$ cat src/hdl/qpio_map.svh
// Constants for the quad port I/O block: reset values, field positions and pin counts.
// Functional notes
// - First port: eight open-drain lines, no pull-up.
// - First-port latch one releases pin to float.
// - Second port pulled up; latch one allows input.
// - Pulse channel i drives second-port pin i.
// - Third port low nibble: digital or analog inputs.
// - Third port high nibble: pulled-up bidirectional lines.
// - Fourth port pulled up; latch one allows input.
// - Bits 2,3 feed interrupts and timer gates.
// - Bits 4,5 feed counter zero and one.
// - Bit 6 serial receive, bit 7 transmit.
`ifndef QPIO_MAP_SVH
`define QPIO_MAP_SVH
`define QPIO_LATCH_RESET 8'hFF
`define QPIO_WIDTH 8
`define QPIO_SYNC_RESET 8'hFF
`define QPIO_BIT_IRQ_ZERO 2
`define QPIO_BIT_IRQ_ONE 3
`define QPIO_BIT_COUNT_ZERO 4
`define QPIO_BIT_COUNT_ONE 5
`define QPIO_BIT_RX 6
`define QPIO_BIT_TX 7
`define QPIO_ANALOG_LO 0
`define QPIO_ANALOG_HI 3
`endif

$ cat src/hdl/qpio_pkg.sv
// Types shared by the quad port I/O block.
package qpio_pkg;
  typedef logic [7:0] qpio_byte_t;
  typedef enum logic [3:0] {
    QPIO_PORT_OPEN = 4'h1,
    QPIO_PORT_PULSE = 4'h2,
    QPIO_PORT_ANALOG = 4'h4,
    QPIO_PORT_ALT = 4'h8
  } qpio_port_sel_t;
endpackage

$ cat src/hdl/qpio_top.sv
// Four 8-bit I/O ports with output latches, pin drivers and alternate function routing.
`timescale 1ns/1ps
`include "qpio_map.svh"
module qpio_top
  import qpio_pkg::*;
(
  input wire logic i_ref_clk,
  input wire logic i_rst_n,
  input wire logic i_wr_en,
  input wire qpio_port_sel_t i_wr_sel,
  input wire logic [7:0] i_wr_data,
  input wire logic [7:0] i_open_drain_port_bit,
  output logic [7:0] o_open_drain_port_bit,
  output logic [7:0] o_open_drain_port_bit_oe,
  input wire logic [7:0] i_pulse_port_bit,
  output logic [7:0] o_pulse_port_bit,
  output logic [7:0] o_pulse_port_bit_oe,
  output logic [7:0] o_pulse_port_bit_pu,
  input wire logic [7:0] i_pulse_channel_out,
  input wire logic [7:0] i_pulse_channel_en,
  input wire logic [7:0] i_analog_port_bit,
  output logic [7:0] o_analog_port_bit,
  output logic [7:0] o_analog_port_bit_oe,
  output logic [7:0] o_analog_port_bit_pu,
  output logic [3:0] o_analog_sel,
  input wire logic [7:0] i_alt_func_port_bit,
  output logic [7:0] o_alt_func_port_bit,
  output logic [7:0] o_alt_func_port_bit_oe,
  output logic [7:0] o_alt_func_port_bit_pu,
  input wire logic i_serial_tx,
  input wire logic [3:0] i_analog_enable,
  output logic [7:0] o_open_drain_pins,
  output logic [7:0] o_pulse_pins,
  output logic [7:0] o_analog_pins,
  output logic [7:0] o_alt_pins,
  output logic [7:0] o_open_drain_latch,
  output logic [7:0] o_pulse_latch,
  output logic [7:0] o_analog_latch,
  output logic [7:0] o_alt_latch,
  output logic o_ext_irq_zero_in,
  output logic o_ext_irq_one_in,
  output logic o_timer_gate_zero,
  output logic o_timer_gate_one,
  output logic o_count_zero_in,
  output logic o_count_one_in,
  output logic o_serial_rx
);
  // Raw pin levels and their sampler stages, one byte per port.
  qpio_byte_t pin_in [4];
  qpio_byte_t sync_a [4];
  qpio_byte_t sync_b [4];
  qpio_byte_t sync_c [4];
  qpio_byte_t pin_val [4];
  qpio_byte_t next_pin_val [4];

  // Output latches as software last wrote them.
  qpio_byte_t latch [4];
  qpio_byte_t next_latch [4];

  // Pad controls of the open-drain port.
  qpio_byte_t od_drive;
  qpio_byte_t od_oe;
  qpio_byte_t next_od_drive;
  qpio_byte_t next_od_oe;

  // Pad controls of the pulse port.
  qpio_byte_t pulse_drive;
  qpio_byte_t pulse_oe;
  qpio_byte_t pulse_pu;
  qpio_byte_t next_pulse_drive;
  qpio_byte_t next_pulse_oe;
  qpio_byte_t next_pulse_pu;

  // Pad controls of the analog port and its analog select.
  qpio_byte_t ana_drive;
  qpio_byte_t ana_oe;
  qpio_byte_t ana_pu;
  qpio_byte_t next_ana_drive;
  qpio_byte_t next_ana_oe;
  qpio_byte_t next_ana_pu;
  logic [3:0] ana_sel;
  logic [3:0] next_ana_sel;

  // Pad controls of the alternate function port.
  qpio_byte_t alt_drive;
  qpio_byte_t alt_oe;
  qpio_byte_t alt_pu;
  qpio_byte_t next_alt_drive;
  qpio_byte_t next_alt_oe;
  qpio_byte_t next_alt_pu;

  assign pin_in[0] = i_open_drain_port_bit;
  assign pin_in[1] = i_pulse_port_bit;
  assign pin_in[2] = i_analog_port_bit;
  assign pin_in[3] = i_alt_func_port_bit;

  // Pins are asynchronous: three stages, and a change is taken once stages two and three
  // agree. The agreement costs a cycle of latency but keeps a slow or noisy edge from
  // reaching the interrupt and counter inputs as two transitions.
  always_comb begin
    for (int p = 0; p < 4; p++) begin
      if (sync_b[p] == sync_c[p]) begin
        next_pin_val[p] = sync_c[p];
      end else begin
        next_pin_val[p] = pin_val[p];
      end
    end
  end

  always_ff @(posedge i_ref_clk or negedge i_rst_n) begin
    if (!i_rst_n) begin
      for (int p = 0; p < 4; p++) begin
        sync_a[p] <= `QPIO_SYNC_RESET;
        sync_b[p] <= `QPIO_SYNC_RESET;
        sync_c[p] <= `QPIO_SYNC_RESET;
        pin_val[p] <= `QPIO_SYNC_RESET;
      end
    end else begin
      for (int p = 0; p < 4; p++) begin
        sync_a[p] <= pin_in[p];
        sync_b[p] <= sync_a[p];
        sync_c[p] <= sync_b[p];
        pin_val[p] <= next_pin_val[p];
      end
    end
  end

  // Several ports may be written in one cycle; each takes the same data byte.
  always_comb begin
    for (int p = 0; p < 4; p++) begin
      if (i_wr_en && i_wr_sel[p]) begin
        next_latch[p] = i_wr_data;
      end else begin
        next_latch[p] = latch[p];
      end
    end
  end

  always_ff @(posedge i_ref_clk or negedge i_rst_n) begin
    if (!i_rst_n) begin
      for (int p = 0; p < 4; p++) begin
        latch[p] <= `QPIO_LATCH_RESET;
      end
    end else begin
      for (int p = 0; p < 4; p++) begin
        latch[p] <= next_latch[p];
      end
    end
  end

  // Open drain: the pad only ever pulls low, and a latch one floats the pin.
  always_comb begin
    next_od_drive = 8'h00;
    next_od_oe = ~latch[0];
  end

  always_ff @(posedge i_ref_clk or negedge i_rst_n) begin
    if (!i_rst_n) begin
      od_drive <= 8'h00;
      od_oe <= 8'h00;
    end else begin
      od_drive <= next_od_drive;
      od_oe <= next_od_oe;
    end
  end

  // An enabled pulse channel overrides its latch bit, so software need not park the
  // latch at one while the channel runs; a disabled channel gives the pin back.
  always_comb begin
    next_pulse_drive = (latch[1] & ~i_pulse_channel_en)
      | (i_pulse_channel_out & i_pulse_channel_en);
    next_pulse_oe = ~next_pulse_drive;
    next_pulse_pu = 8'hFF;
  end

  always_ff @(posedge i_ref_clk or negedge i_rst_n) begin
    if (!i_rst_n) begin
      pulse_drive <= 8'h00;
      pulse_oe <= 8'h00;
      pulse_pu <= 8'h00;
    end else begin
      pulse_drive <= next_pulse_drive;
      pulse_oe <= next_pulse_oe;
      pulse_pu <= next_pulse_pu;
    end
  end

  // The low nibble never drives, whatever its latch holds; the high nibble is a
  // pulled-up line driven low for a zero latch.
  always_comb begin
    next_ana_drive = {latch[2][7:4], 4'h0};
    next_ana_oe = {~latch[2][7:4], 4'h0};
    next_ana_pu = 8'hF0;
    next_ana_sel = i_analog_enable;
  end

  always_ff @(posedge i_ref_clk or negedge i_rst_n) begin
    if (!i_rst_n) begin
      ana_drive <= 8'h00;
      ana_oe <= 8'h00;
      ana_pu <= 8'h00;
      ana_sel <= 4'h0;
    end else begin
      ana_drive <= next_ana_drive;
      ana_oe <= next_ana_oe;
      ana_pu <= next_ana_pu;
      ana_sel <= next_ana_sel;
    end
  end

  // Transmit is ANDed with its latch bit: a zero latch holds the line low and blocks
  // the serial output, which is why software keeps that latch at one.
  always_comb begin
    next_alt_drive = latch[3];
    next_alt_drive[`QPIO_BIT_TX] = latch[3][`QPIO_BIT_TX] & i_serial_tx;
    next_alt_oe = ~next_alt_drive;
    next_alt_pu = 8'hFF;
  end

  always_ff @(posedge i_ref_clk or negedge i_rst_n) begin
    if (!i_rst_n) begin
      alt_drive <= 8'h00;
      alt_oe <= 8'h00;
      alt_pu <= 8'h00;
    end else begin
      alt_drive <= next_alt_drive;
      alt_oe <= next_alt_oe;
      alt_pu <= next_alt_pu;
    end
  end

  assign o_open_drain_port_bit = od_drive;
  assign o_open_drain_port_bit_oe = od_oe;
  assign o_pulse_port_bit = pulse_drive;
  assign o_pulse_port_bit_oe = pulse_oe;
  assign o_pulse_port_bit_pu = pulse_pu;
  assign o_analog_port_bit = ana_drive;
  assign o_analog_port_bit_oe = ana_oe;
  assign o_analog_port_bit_pu = ana_pu;
  assign o_analog_sel = ana_sel;
  assign o_alt_func_port_bit = alt_drive;
  assign o_alt_func_port_bit_oe = alt_oe;
  assign o_alt_func_port_bit_pu = alt_pu;

  assign o_open_drain_pins = pin_val[0];
  assign o_pulse_pins = pin_val[1];
  assign o_analog_pins = pin_val[2];
  assign o_alt_pins = pin_val[3];

  assign o_open_drain_latch = latch[0];
  assign o_pulse_latch = latch[1];
  assign o_analog_latch = latch[2];
  assign o_alt_latch = latch[3];

  // Alternate inputs read the filtered pin whatever the latch holds, so a zero latch
  // makes them see the device's own low drive rather than the board.
  assign o_ext_irq_zero_in = pin_val[3][`QPIO_BIT_IRQ_ZERO];
  assign o_timer_gate_zero = pin_val[3][`QPIO_BIT_IRQ_ZERO];
  assign o_ext_irq_one_in = pin_val[3][`QPIO_BIT_IRQ_ONE];
  assign o_timer_gate_one = pin_val[3][`QPIO_BIT_IRQ_ONE];
  assign o_count_zero_in = pin_val[3][`QPIO_BIT_COUNT_ZERO];
  assign o_count_one_in = pin_val[3][`QPIO_BIT_COUNT_ONE];
  assign o_serial_rx = pin_val[3][`QPIO_BIT_RX];
endmodule

$ cat config.mk
export PLATFORM = sky130hd
export DESIGN_NAME = qpio_top
export DESIGN_NICKNAME = d
export VERILOG_FILES = /design/src/hdl/qpio_pkg.sv /design/src/hdl/qpio_top.sv
export VERILOG_INCLUDE_DIRS = /design/src /design/src/hdl
export SDC_FILE = /design/constraint.sdc
export NUM_CORES = 1
export LEC_CHECK = 0
export ABC_AREA = 0
export BUFFER_PORTS_ARGS = -buffer_cell sky130_fd_sc_hd__clkbuf_2
export CAP_MARGIN = 20
export CORE_ASPECT_RATIO = 0.5
export CORE_UTILIZATION = 35
export DETAILED_ROUTE_END_ITERATION = 10
export GPL_ROUTABILITY_DRIVEN = 0
export PLACE_DENSITY_LB_ADDON = 0.12
export SYNTH_ARGS = -nofsm -noshare
export SYNTH_HDL_FRONTEND = slang
export SYNTH_SLANG_ARGS = --single-unit
export TNS_END_PERCENT = 30
$ cat constraint.sdc
create_clock -name i_ref_clk -period 2.51 [get_ports i_ref_clk]
set_input_delay 0 -clock i_ref_clk [delete_from_list [all_inputs] [get_ports i_ref_clk]]
set_output_delay 0 -clock i_ref_clk [all_outputs]
set_load 0.005 [all_outputs]
==> results of run 1 <==
## power by group through the flow
stage,Sequential (W),Combinational [W],Clock (W)
final,0.00414,0.000832,0.00309
after global placement,0.00419,0.000753,0
after floorplan,0.00418,0.000327,0
after detailed placement,0.00420,0.000758,0
after CTS,0.00415,0.000851,0.00322
after global routing,0.00419,0.000927,0.00334
## repair_timing
action	CTS	global route
hold buffers	62	0
endpoints found under the hold margin	157	0
buffers inserted	0	0
## synthesized netlist by cell type (all sizes together)
master,number
dfrtp,53
mux2,64
conb,2
dfstp,160
xor2,32
inv,28
mux2i,8
nor4,8
nand2,9
buf,53
## worst max-delay path, cell delays in order (launching register included)
cell and delay (ns):
sky130_fd_sc_hd__dfstp_2 0.54, sky130_fd_sc_hd__xor2_1 0.06, sky130_fd_sc_hd__nor4_1 0.34, sky130_fd_sc_hd__nand2_1 0.32, sky130_fd_sc_hd__mux2_2 0.36
## stage by stage
step	setup WS [ns]	power (W)
2_1_floorplan	1.09	0.00451
3_3_place_gp	0.850	0.00494
3_5_place_dp	0.806	0.00496
4_1_cts	0.790	0.00822
5_1_grt	0.716	0.00845
6_report	0.811	0.00806
## placed cells by master, fill, tap and decap left out, drive strengths merged, types with 6 or more instances in the layout
cell type and n:
dlygate4sd3 62, nand2 9, mux2 64, dfrtp 53
mux2i 8, inv 28, xor2 32, conb 21
clkinv 6, dfstp 160, clkbuf 235, nor4 8
## routing by layer
metal  track usage  wire length (um)
met5             0                 0
met4        0.0405               336
met3        0.0323               728
met2         0.208              6470
met1         0.166              6010
## worst paths after layout
check                                     startpoint  cells past startpoint                         to
worst max register to register            sync_c[10]                      4           o_analog_pins[2]
max in group asynchronous                    i_rst_n                      3          o_analog_latch[1]
min in group i_ref_clk          i_analog_port_bit[5]                      2                 sync_a[13]
worst max-delay path                      sync_c[10]                      4           o_analog_pins[2]
worst min register to register            sync_a[22]                      0                 sync_b[22]
worst min-delay path                         i_rst_n                      2  o_alt_func_port_bit_oe[4]
## cells by family (layout without fill, tap and decap cells)
family / count (synthesis) / in the layout / share of synthesized area
other: 2 / 21 / 0.00104
muxes: 72 / 72 / 0.111
xor gates and xnor gates: 32 / 32 / 0.0389
and+or+nand+nor: 17 / 17 / 0.0116
buffers and inverters: 81 / 339 / 0.0698
DFF: 213 / 213 / 0.767
## area by class of cell
| type | instances | area (um^2) |
|---|---|---|
| Fill cell | 1764 | 10200 |
| Sequential cell | 213 | 5530 |
| Timing Repair Buffer | 275 | 1730 |
| Multi-Input combinational cell | 142 | 1240 |
| Clock buffer | 25 | 529 |
| Tap cell | 266 | 333 |
| Clock inverter | 11 | 146 |
| Inverter | 28 | 105 |
==> qor.log, run 1 <==
[power] sw power 0.00182 W
[final_layout] total inserted antenna cells 0
[critical_path] setup slack, reg-to-reg 0.81 ns
[place] Cell Area, Placed 8320 um^2
[synthesis] top cell type by total area after synthesis sky130_fd_sc_hd__dfstp_2
[synthesis] number of instances in the synthesized netlist 417
[final_layout] largest registers sync_a (32), sync_b (32), sync_c (32)
[critical_path] arrival time of data at the critical path endpoint 2.12 ns
[critical_path] Critical Path Sink Type flop
[power] sequential group share of total power 0.513
[timing] slew at the pin closest to its max-slew limit 0.518 ns
[final_layout] fin cells 960
[synthesis] syn_area_per_cell 17.3 um^2
[synthesis] synthesized flop and latch total 213
[place] Inst Count DP 862
[cts] maximum count of clock buffers along a single path 3
[synthesis] number of distinct standard cells referenced by the synthesized netlist 10
[power] Clock Power Share 0.383
[cts] TritonCTS clock tree yes
[route] post-route ant nets 0
[final_layout] final design area excluding fillers 9620 um^2
[power] share of total power in combinational logic 0.103
[route] number of iterations in the first detailed-routing pass 4
[timing] final cycle utilization of the critical path 0.677
[timing] aggregate negative setup slack 0 ns
[route] via count 3913
[critical_path] required time at the endpoint of the critical path 2.93 ns
[job] MaxCap Viol Count 0
[floorplan] starting density of the core 0.364
[global_routing] wire length of the first global-routing pass 20.8 mm
[route] Iteration-0 DRC Markers 47
[timing] number of slew-limit violations in the final report 0
[synthesis] top-area cell type share of the netlist area 0.583
[global_routing] via count of the first global-routing pass 3947
[timing] worst slack on hold paths 0.0510 ns
[timing] Final Setup Violations 0
[floorplan] I/O pin cnt 231
[final_layout] synthesis-to-finish area growth 33.4%
[critical_path] kind of start point of the critical path flop
[critical_path] peak fanout along the critical path 8
[timing] shortest period the worst path allows 1.70 ns
[global_routing] initial antenna violation count 0
[synthesis] largest cells by area after synthesis sky130_fd_sc_hd__dfstp_2 58%, sky130_fd_sc_hd__dfrtp_1 18%, sky130_fd_sc_hd__mux2_2 10%, sky130_fd_sc_hd__buf_4 5.5%, sky130_fd_sc_hd__xor2_1 3.9%
[global_routing] remaining global-route overflow 0
[final_layout] layout cells sized above 1 0.676
[synthesis] post-synthesis cell area 7210 um^2
[worst_hold_path] worst min-delay path category input port to async pin
[route] wire per inst 14.1 um
[cts] insertion delay of the later-clocked pin in the worst-skew pair 0.49 ns
[timing] max-slew headroom at the worst pin 0.654
[global_routing] Total Routing Usage GR 0.126
[critical_path] worst setup path category flop to flop
[power] power per unit of standard cell area 838 nW/um^2
[power] LEAKAGE 4.53 nW
[final_layout] fraction of the core area covered by cells at the end of the flow 0.485
[floorplan] core outline area 19800 um^2
[power] internal power of the cells 0.00624 W
[cts] Clock transition at path regs 0.06 ns
[floorplan] Die H 103 um
[floorplan] die outline width 205 um
[place] half-perimeter wire length after detailed placement 8.88 mm
[floorplan] number of placement rows 36
[timing] number of hold-slack violations in the final timing report 0
[route] drt drc 0
[route] routed via count divided by cell count 4.08
[global_routing] pin count of the biggest net entering global routing 68
[cts] TritonCTS Sinks 213
[cts] total CTS buffers 20
[timing] maximum clock rate 0.589 GHz
[cts] clock tree root driver cell sky130_fd_sc_hd__clkbuf_16
[timing] Max Clock Skew 0.0157 ns
[final_layout] Layout Nets 748
[synthesis] YS warnings 0
[cts] post-cts gate resize count 0
[power] sw frac 0.226
[floorplan] overall die area 21200 um^2
[synthesis] portion of the post-synthesis area used by sequential elements 0.767
[timing] RSZ-0062 raised after global routing no
[cts] maximum level of the CTS H-tree 1
[place] count of buffers inserted at the top-level ports 210
[run_status] result of the run finished, final reports clean
[route] total wire length after detailed routing 13.5 mm
[power] worst voltage drop across the vdd grid 0.499 mV
Power figures use the tool's default switching activity.
==> inputs of run 2 (changes only) <==
ABC_AREA = 1   (was 0)
clock period = 1.7 ns   (was 2.51 ns; I/O delays follow)
==> qor.log, run 2 <==
[run_status] result of the run finished, final reports clean
[cts] insertion delay of the later-clocked pin in the worst-skew pair 0.49 ns [about the same]
[timing] number of hold-slack violations in the final timing report 0 [unchanged]
[timing] shortest period the worst path allows 1.43 ns
[floorplan] die outline width 210 um [+2.2%]
[synthesis] number of distinct standard cells referenced by the synthesized netlist 14 [+4]
[timing] number of slew-limit violations in the final report 0 [unchanged]
[synthesis] count of flip-flops with a built-in enable after synthesis 0 [unchanged]
[final_layout] fin cells 1168 [+22%]
[route] number of iterations in the first detailed-routing pass 4 [unchanged]
[synthesis] number of instances in the synthesized netlist 613 [+47%]
[synthesis] post-synthesis cell area 7540 um^2 [+4.6%]
[power] LEAKAGE 4.84 nW [+6.9%]
[place] Cell Area, Placed 8650 um^2 [+4.0%]
[synthesis] most used flip-flop cell after synthesis sky130_fd_sc_hd__dfstp_2
[cts] TritonCTS clock tree yes
[cts] Hold-fix buffers, CTS 70 [+13%]
[cts] buffer count from post-CTS setup fixing 0 [unchanged]
[cts] TritonCTS Sinks 213 [unchanged]
[global_routing] Total Routing Usage GR 0.137 [+0.0111]
[cts] maximum level of the CTS H-tree 1 [unchanged]
[worst_hold_path] worst min-delay path category input port to async pin
[job] MaxCap Viol Count 0 [unchanged]
[global_routing] met1 usage 0.179 [+0.0135]
[synthesis] Synth top cells by count 160 x sky130_fd_sc_hd__dfstp_2, 153 x sky130_fd_sc_hd__nand2_1, 68 x sky130_fd_sc_hd__inv_1, 53 x sky130_fd_sc_hd__buf_4, 53 x sky130_fd_sc_hd__dfrtp_1
[route] wire per inst 12.7 um [-9.9%]
[timing] RSZ-0062 raised after global routing no
[critical_path] required time at the endpoint of the critical path 2.12 ns [-0.81 ns]
[global_routing] wire length of the first global-routing pass 23.9 mm [+15%]
[final_layout] most frequent standard cell in the layout excluding fill and tap cells sky130_fd_sc_hd__clkbuf_2
[critical_path] peak fanout along the critical path 9 [+1]
[global_routing] via count of the first global-routing pass 4615 [+17%]
[synthesis] synthesized flop and latch total 213 [unchanged]
[critical_path] cell-by-cell trace of the critical path dlygate4sd3_1, clkbuf_2, nand2_2, dlygate4sd3_1, nand2_1, o21ai_1
[floorplan] starting density of the core 0.362 [-0.00183]
[global_routing] most crowded layer after global routing met2
[global_routing] met3 Use GR 0.0465 [+0.0142]
[route] drt drc 0 [unchanged]
[final_layout] total inserted antenna cells 0 [unchanged]
[critical_path] kind of start point of the critical path input port
[timing] worst slack on hold paths 0.0980 ns [+0.0470 ns]
[place] count of buffers inserted at the top-level ports 210 [unchanged]
[critical_path] FF-to-FF Start o_pulse_latch[7]
[final_layout] final design area excluding fillers 9980 um^2 [+3.8%]
[timing] final cycle utilization of the critical path 0.844
[synthesis] top cell type by total area after synthesis sky130_fd_sc_hd__dfstp_2
[floorplan] I/O pin cnt 231 [unchanged]
[final_layout] commonest non-fill, non-tap cells in the layout 209 x sky130_fd_sc_hd__clkbuf_2, 160 x sky130_fd_sc_hd__dfstp_2, 153 x sky130_fd_sc_hd__nand2_1
[floorplan] core outline area 20800 um^2 [+5.1%]
[critical_path] cells on worst reg2reg path 3 [-1]
[power] worst voltage drop across the vdd grid 0.540 mV [+8.4%]
[route] Iteration-0 DRC Markers 171 [+260%]
[critical_path] Max stage delay cell, worst path sky130_fd_sc_hd__dlygate4sd3_1
[critical_path] kind of cell with the highest combined delay on the critical path buffers and inverters
[final_layout] layout filler cell count 1919 [+8.8%]
[critical_path] arrival time of data at the critical path endpoint 1.86 ns [-0.26 ns]
[synthesis] YS warnings 0 [unchanged]
[floorplan] overall die area 22200 um^2 [+4.5%]
[synthesis] async set-or-reset flop fraction in the synthesized netlist 1.00 [unchanged]
[cts] total CTS buffers 21 [+5.0%]
[place] half-perimeter wire length after detailed placement 9.84 mm [+11%]
[global_routing] remaining global-route overflow 0 [unchanged]
[synthesis] syn_area_per_cell 12.3 um^2 [-29%]
[final_layout] synthesis-to-finish area growth 32.4%
[synthesis] leading cell type by number of instances after synthesis sky130_fd_sc_hd__dfstp_2
[timing] Max Clock Skew 0.0137 ns [-0.00200 ns]
[route] total wire length after detailed routing 14.9 mm [+9.7%]
[power] power per unit of standard cell area 1140 nW/um^2 [+36%]
[synthesis] portion of the post-synthesis area used by sequential elements 0.734 [-0.0336]
[critical_path] Worst setup startpoint i_wr_en
[cts] post-cts gate resize count 0 [unchanged]
[route] via count 4714 [+20%]
[synthesis] top-area cell type share of the netlist area 0.558 [-0.0256]
[route] routed via count divided by cell count 4.04 [-0.98%]
[critical_path] buffer and inverter count on the worst path 3 [+3]
[critical_path] Most common cell on crit path sky130_fd_sc_hd__dlygate4sd3_1
[global_routing] met2 track demand over resource 0.219 [+0.0116]
[critical_path] worst setup path category input port to flop
[timing] Final Setup Violations 0 [unchanged]
[place] Inst Count DP 1061 [+23%]
[route] post-route ant nets 0 [unchanged]
[global_routing] pin count of the biggest net entering global routing 68 [unchanged]
[critical_path] logic depth of the worst path, buffers included 6 [+2]
[critical_path] Critical Path Sink Type flop
[final_layout] layout cells sized above 1 0.480 [-0.195]
[floorplan] Die H 106 um [+2.2%]
[timing] aggregate negative setup slack 0 ns [unchanged]
[floorplan] number of placement rows 37 [+2.8%]
[critical_path] worst stage delay on the critical path 0.83 ns [+0.29 ns]
[cts] Clock transition at path regs 0.06 ns [about the same]
[cts] maximum count of clock buffers along a single path 3 [unchanged]
[timing] maximum clock rate 0.697 GHz
[final_layout] Layout Nets 949 [+27%]
[global_routing] initial antenna violation count 0 [unchanged]
[final_layout] largest registers sync_a (32), sync_b (32), sync_c (32)
[synthesis] largest cells by area after synthesis sky130_fd_sc_hd__dfstp_2 56%, sky130_fd_sc_hd__dfrtp_1 18%, sky130_fd_sc_hd__nand2_1 7.6%, sky130_fd_sc_hd__buf_4 5.3%, sky130_fd_sc_hd__inv_1 3.4%
[cts] clock tree root driver cell sky130_fd_sc_hd__clkbuf_16
-- run 2: changes by cell type in the layout (fill, tap and decap cells not counted), moves of 12 or more --
cell / delta
sky130_fd_sc_hd__nand2_1: +144
sky130_fd_sc_hd__mux2_2: -64
sky130_fd_sc_hd__inv_1: +40
sky130_fd_sc_hd__nand3_1: +32
sky130_fd_sc_hd__o21ai_1: +32
sky130_fd_sc_hd__xor2_1: -32
sky130_fd_sc_hd__xnor2_1: +20
sky130_fd_sc_hd__nand2_2: +12
-- run 2: per-stage QoR --
stage           util  power (W)  setup WS [ns]
6_report       0.479     0.0114          0.266
5_1_grt        0.479     0.0120          0.168
4_1_cts        0.479     0.0116          0.259
3_3_place_gp   0.415    0.00707          0.455
2_1_floorplan      -    0.00651          0.571
3_5_place_dp   0.415    0.00709          0.440
-- run 2: final timing paths --
check	endpoint	slack, ns
setup reg to reg	o_pulse_port_bit[7]	0.27
max in group asynchronous	sync_a[11]	1.18
min in group i_ref_clk	sync_a[4]	0.14
hold / removal	o_pulse_latch[5]	0.1
setup / recovery	o_analog_latch[5]	0.27
hold reg to reg	sync_b[5]	0.35
-- run 2: routing by layer --
| layer | wire length (um) | up-vias |
|---|---|---|
| met4 | 322 | 0 |
| met3 | 958 | 24 |
| met1 | 6640 | 2227 |
| li1 | - | 2335 |
| met5 | 0 | - |
| met2 | 6930 | 128 |
-- run 2: report_power, final --
part           leakage, nW  total, W  switching, W  internal [W]
clock network        0.304   0.00427       0.00188       0.00239
logic                 2.25   0.00116      0.000589      0.000572
registers             2.29   0.00597      0.000249       0.00572
total                 4.84    0.0114       0.00272       0.00868
-- run 2: cell families (layout without fill, tap and decap cells) --
family,count (synthesis),in the layout,share of synthesized area
AOI/OAI and AO/OA,40,40,0.0266
xor gates and xnor gates,20,20,0.0232
buffers and inverters,125,388,0.0893
DFF,213,213,0.734
other,2,21,0.000997
and+or+nand+nor,213,213,0.126
-- run 2: final cells by class --
| class | instances | area, um^2 | area share |
|---|---|---|---|
| clock buffers | 32 | 587 | 0.0588 |
| clock inverters | 5 | 28.8 | 0.00288 |
| inverters | 68 | 255 | 0.0256 |
| multi-input cells | 294 | 1400 | 0.141 |
| flip-flops and latches | 213 | 5530 | 0.554 |
| well taps | 273 | 342 | 0.0342 |
| repair buffers | 283 | 1830 | 0.183 |
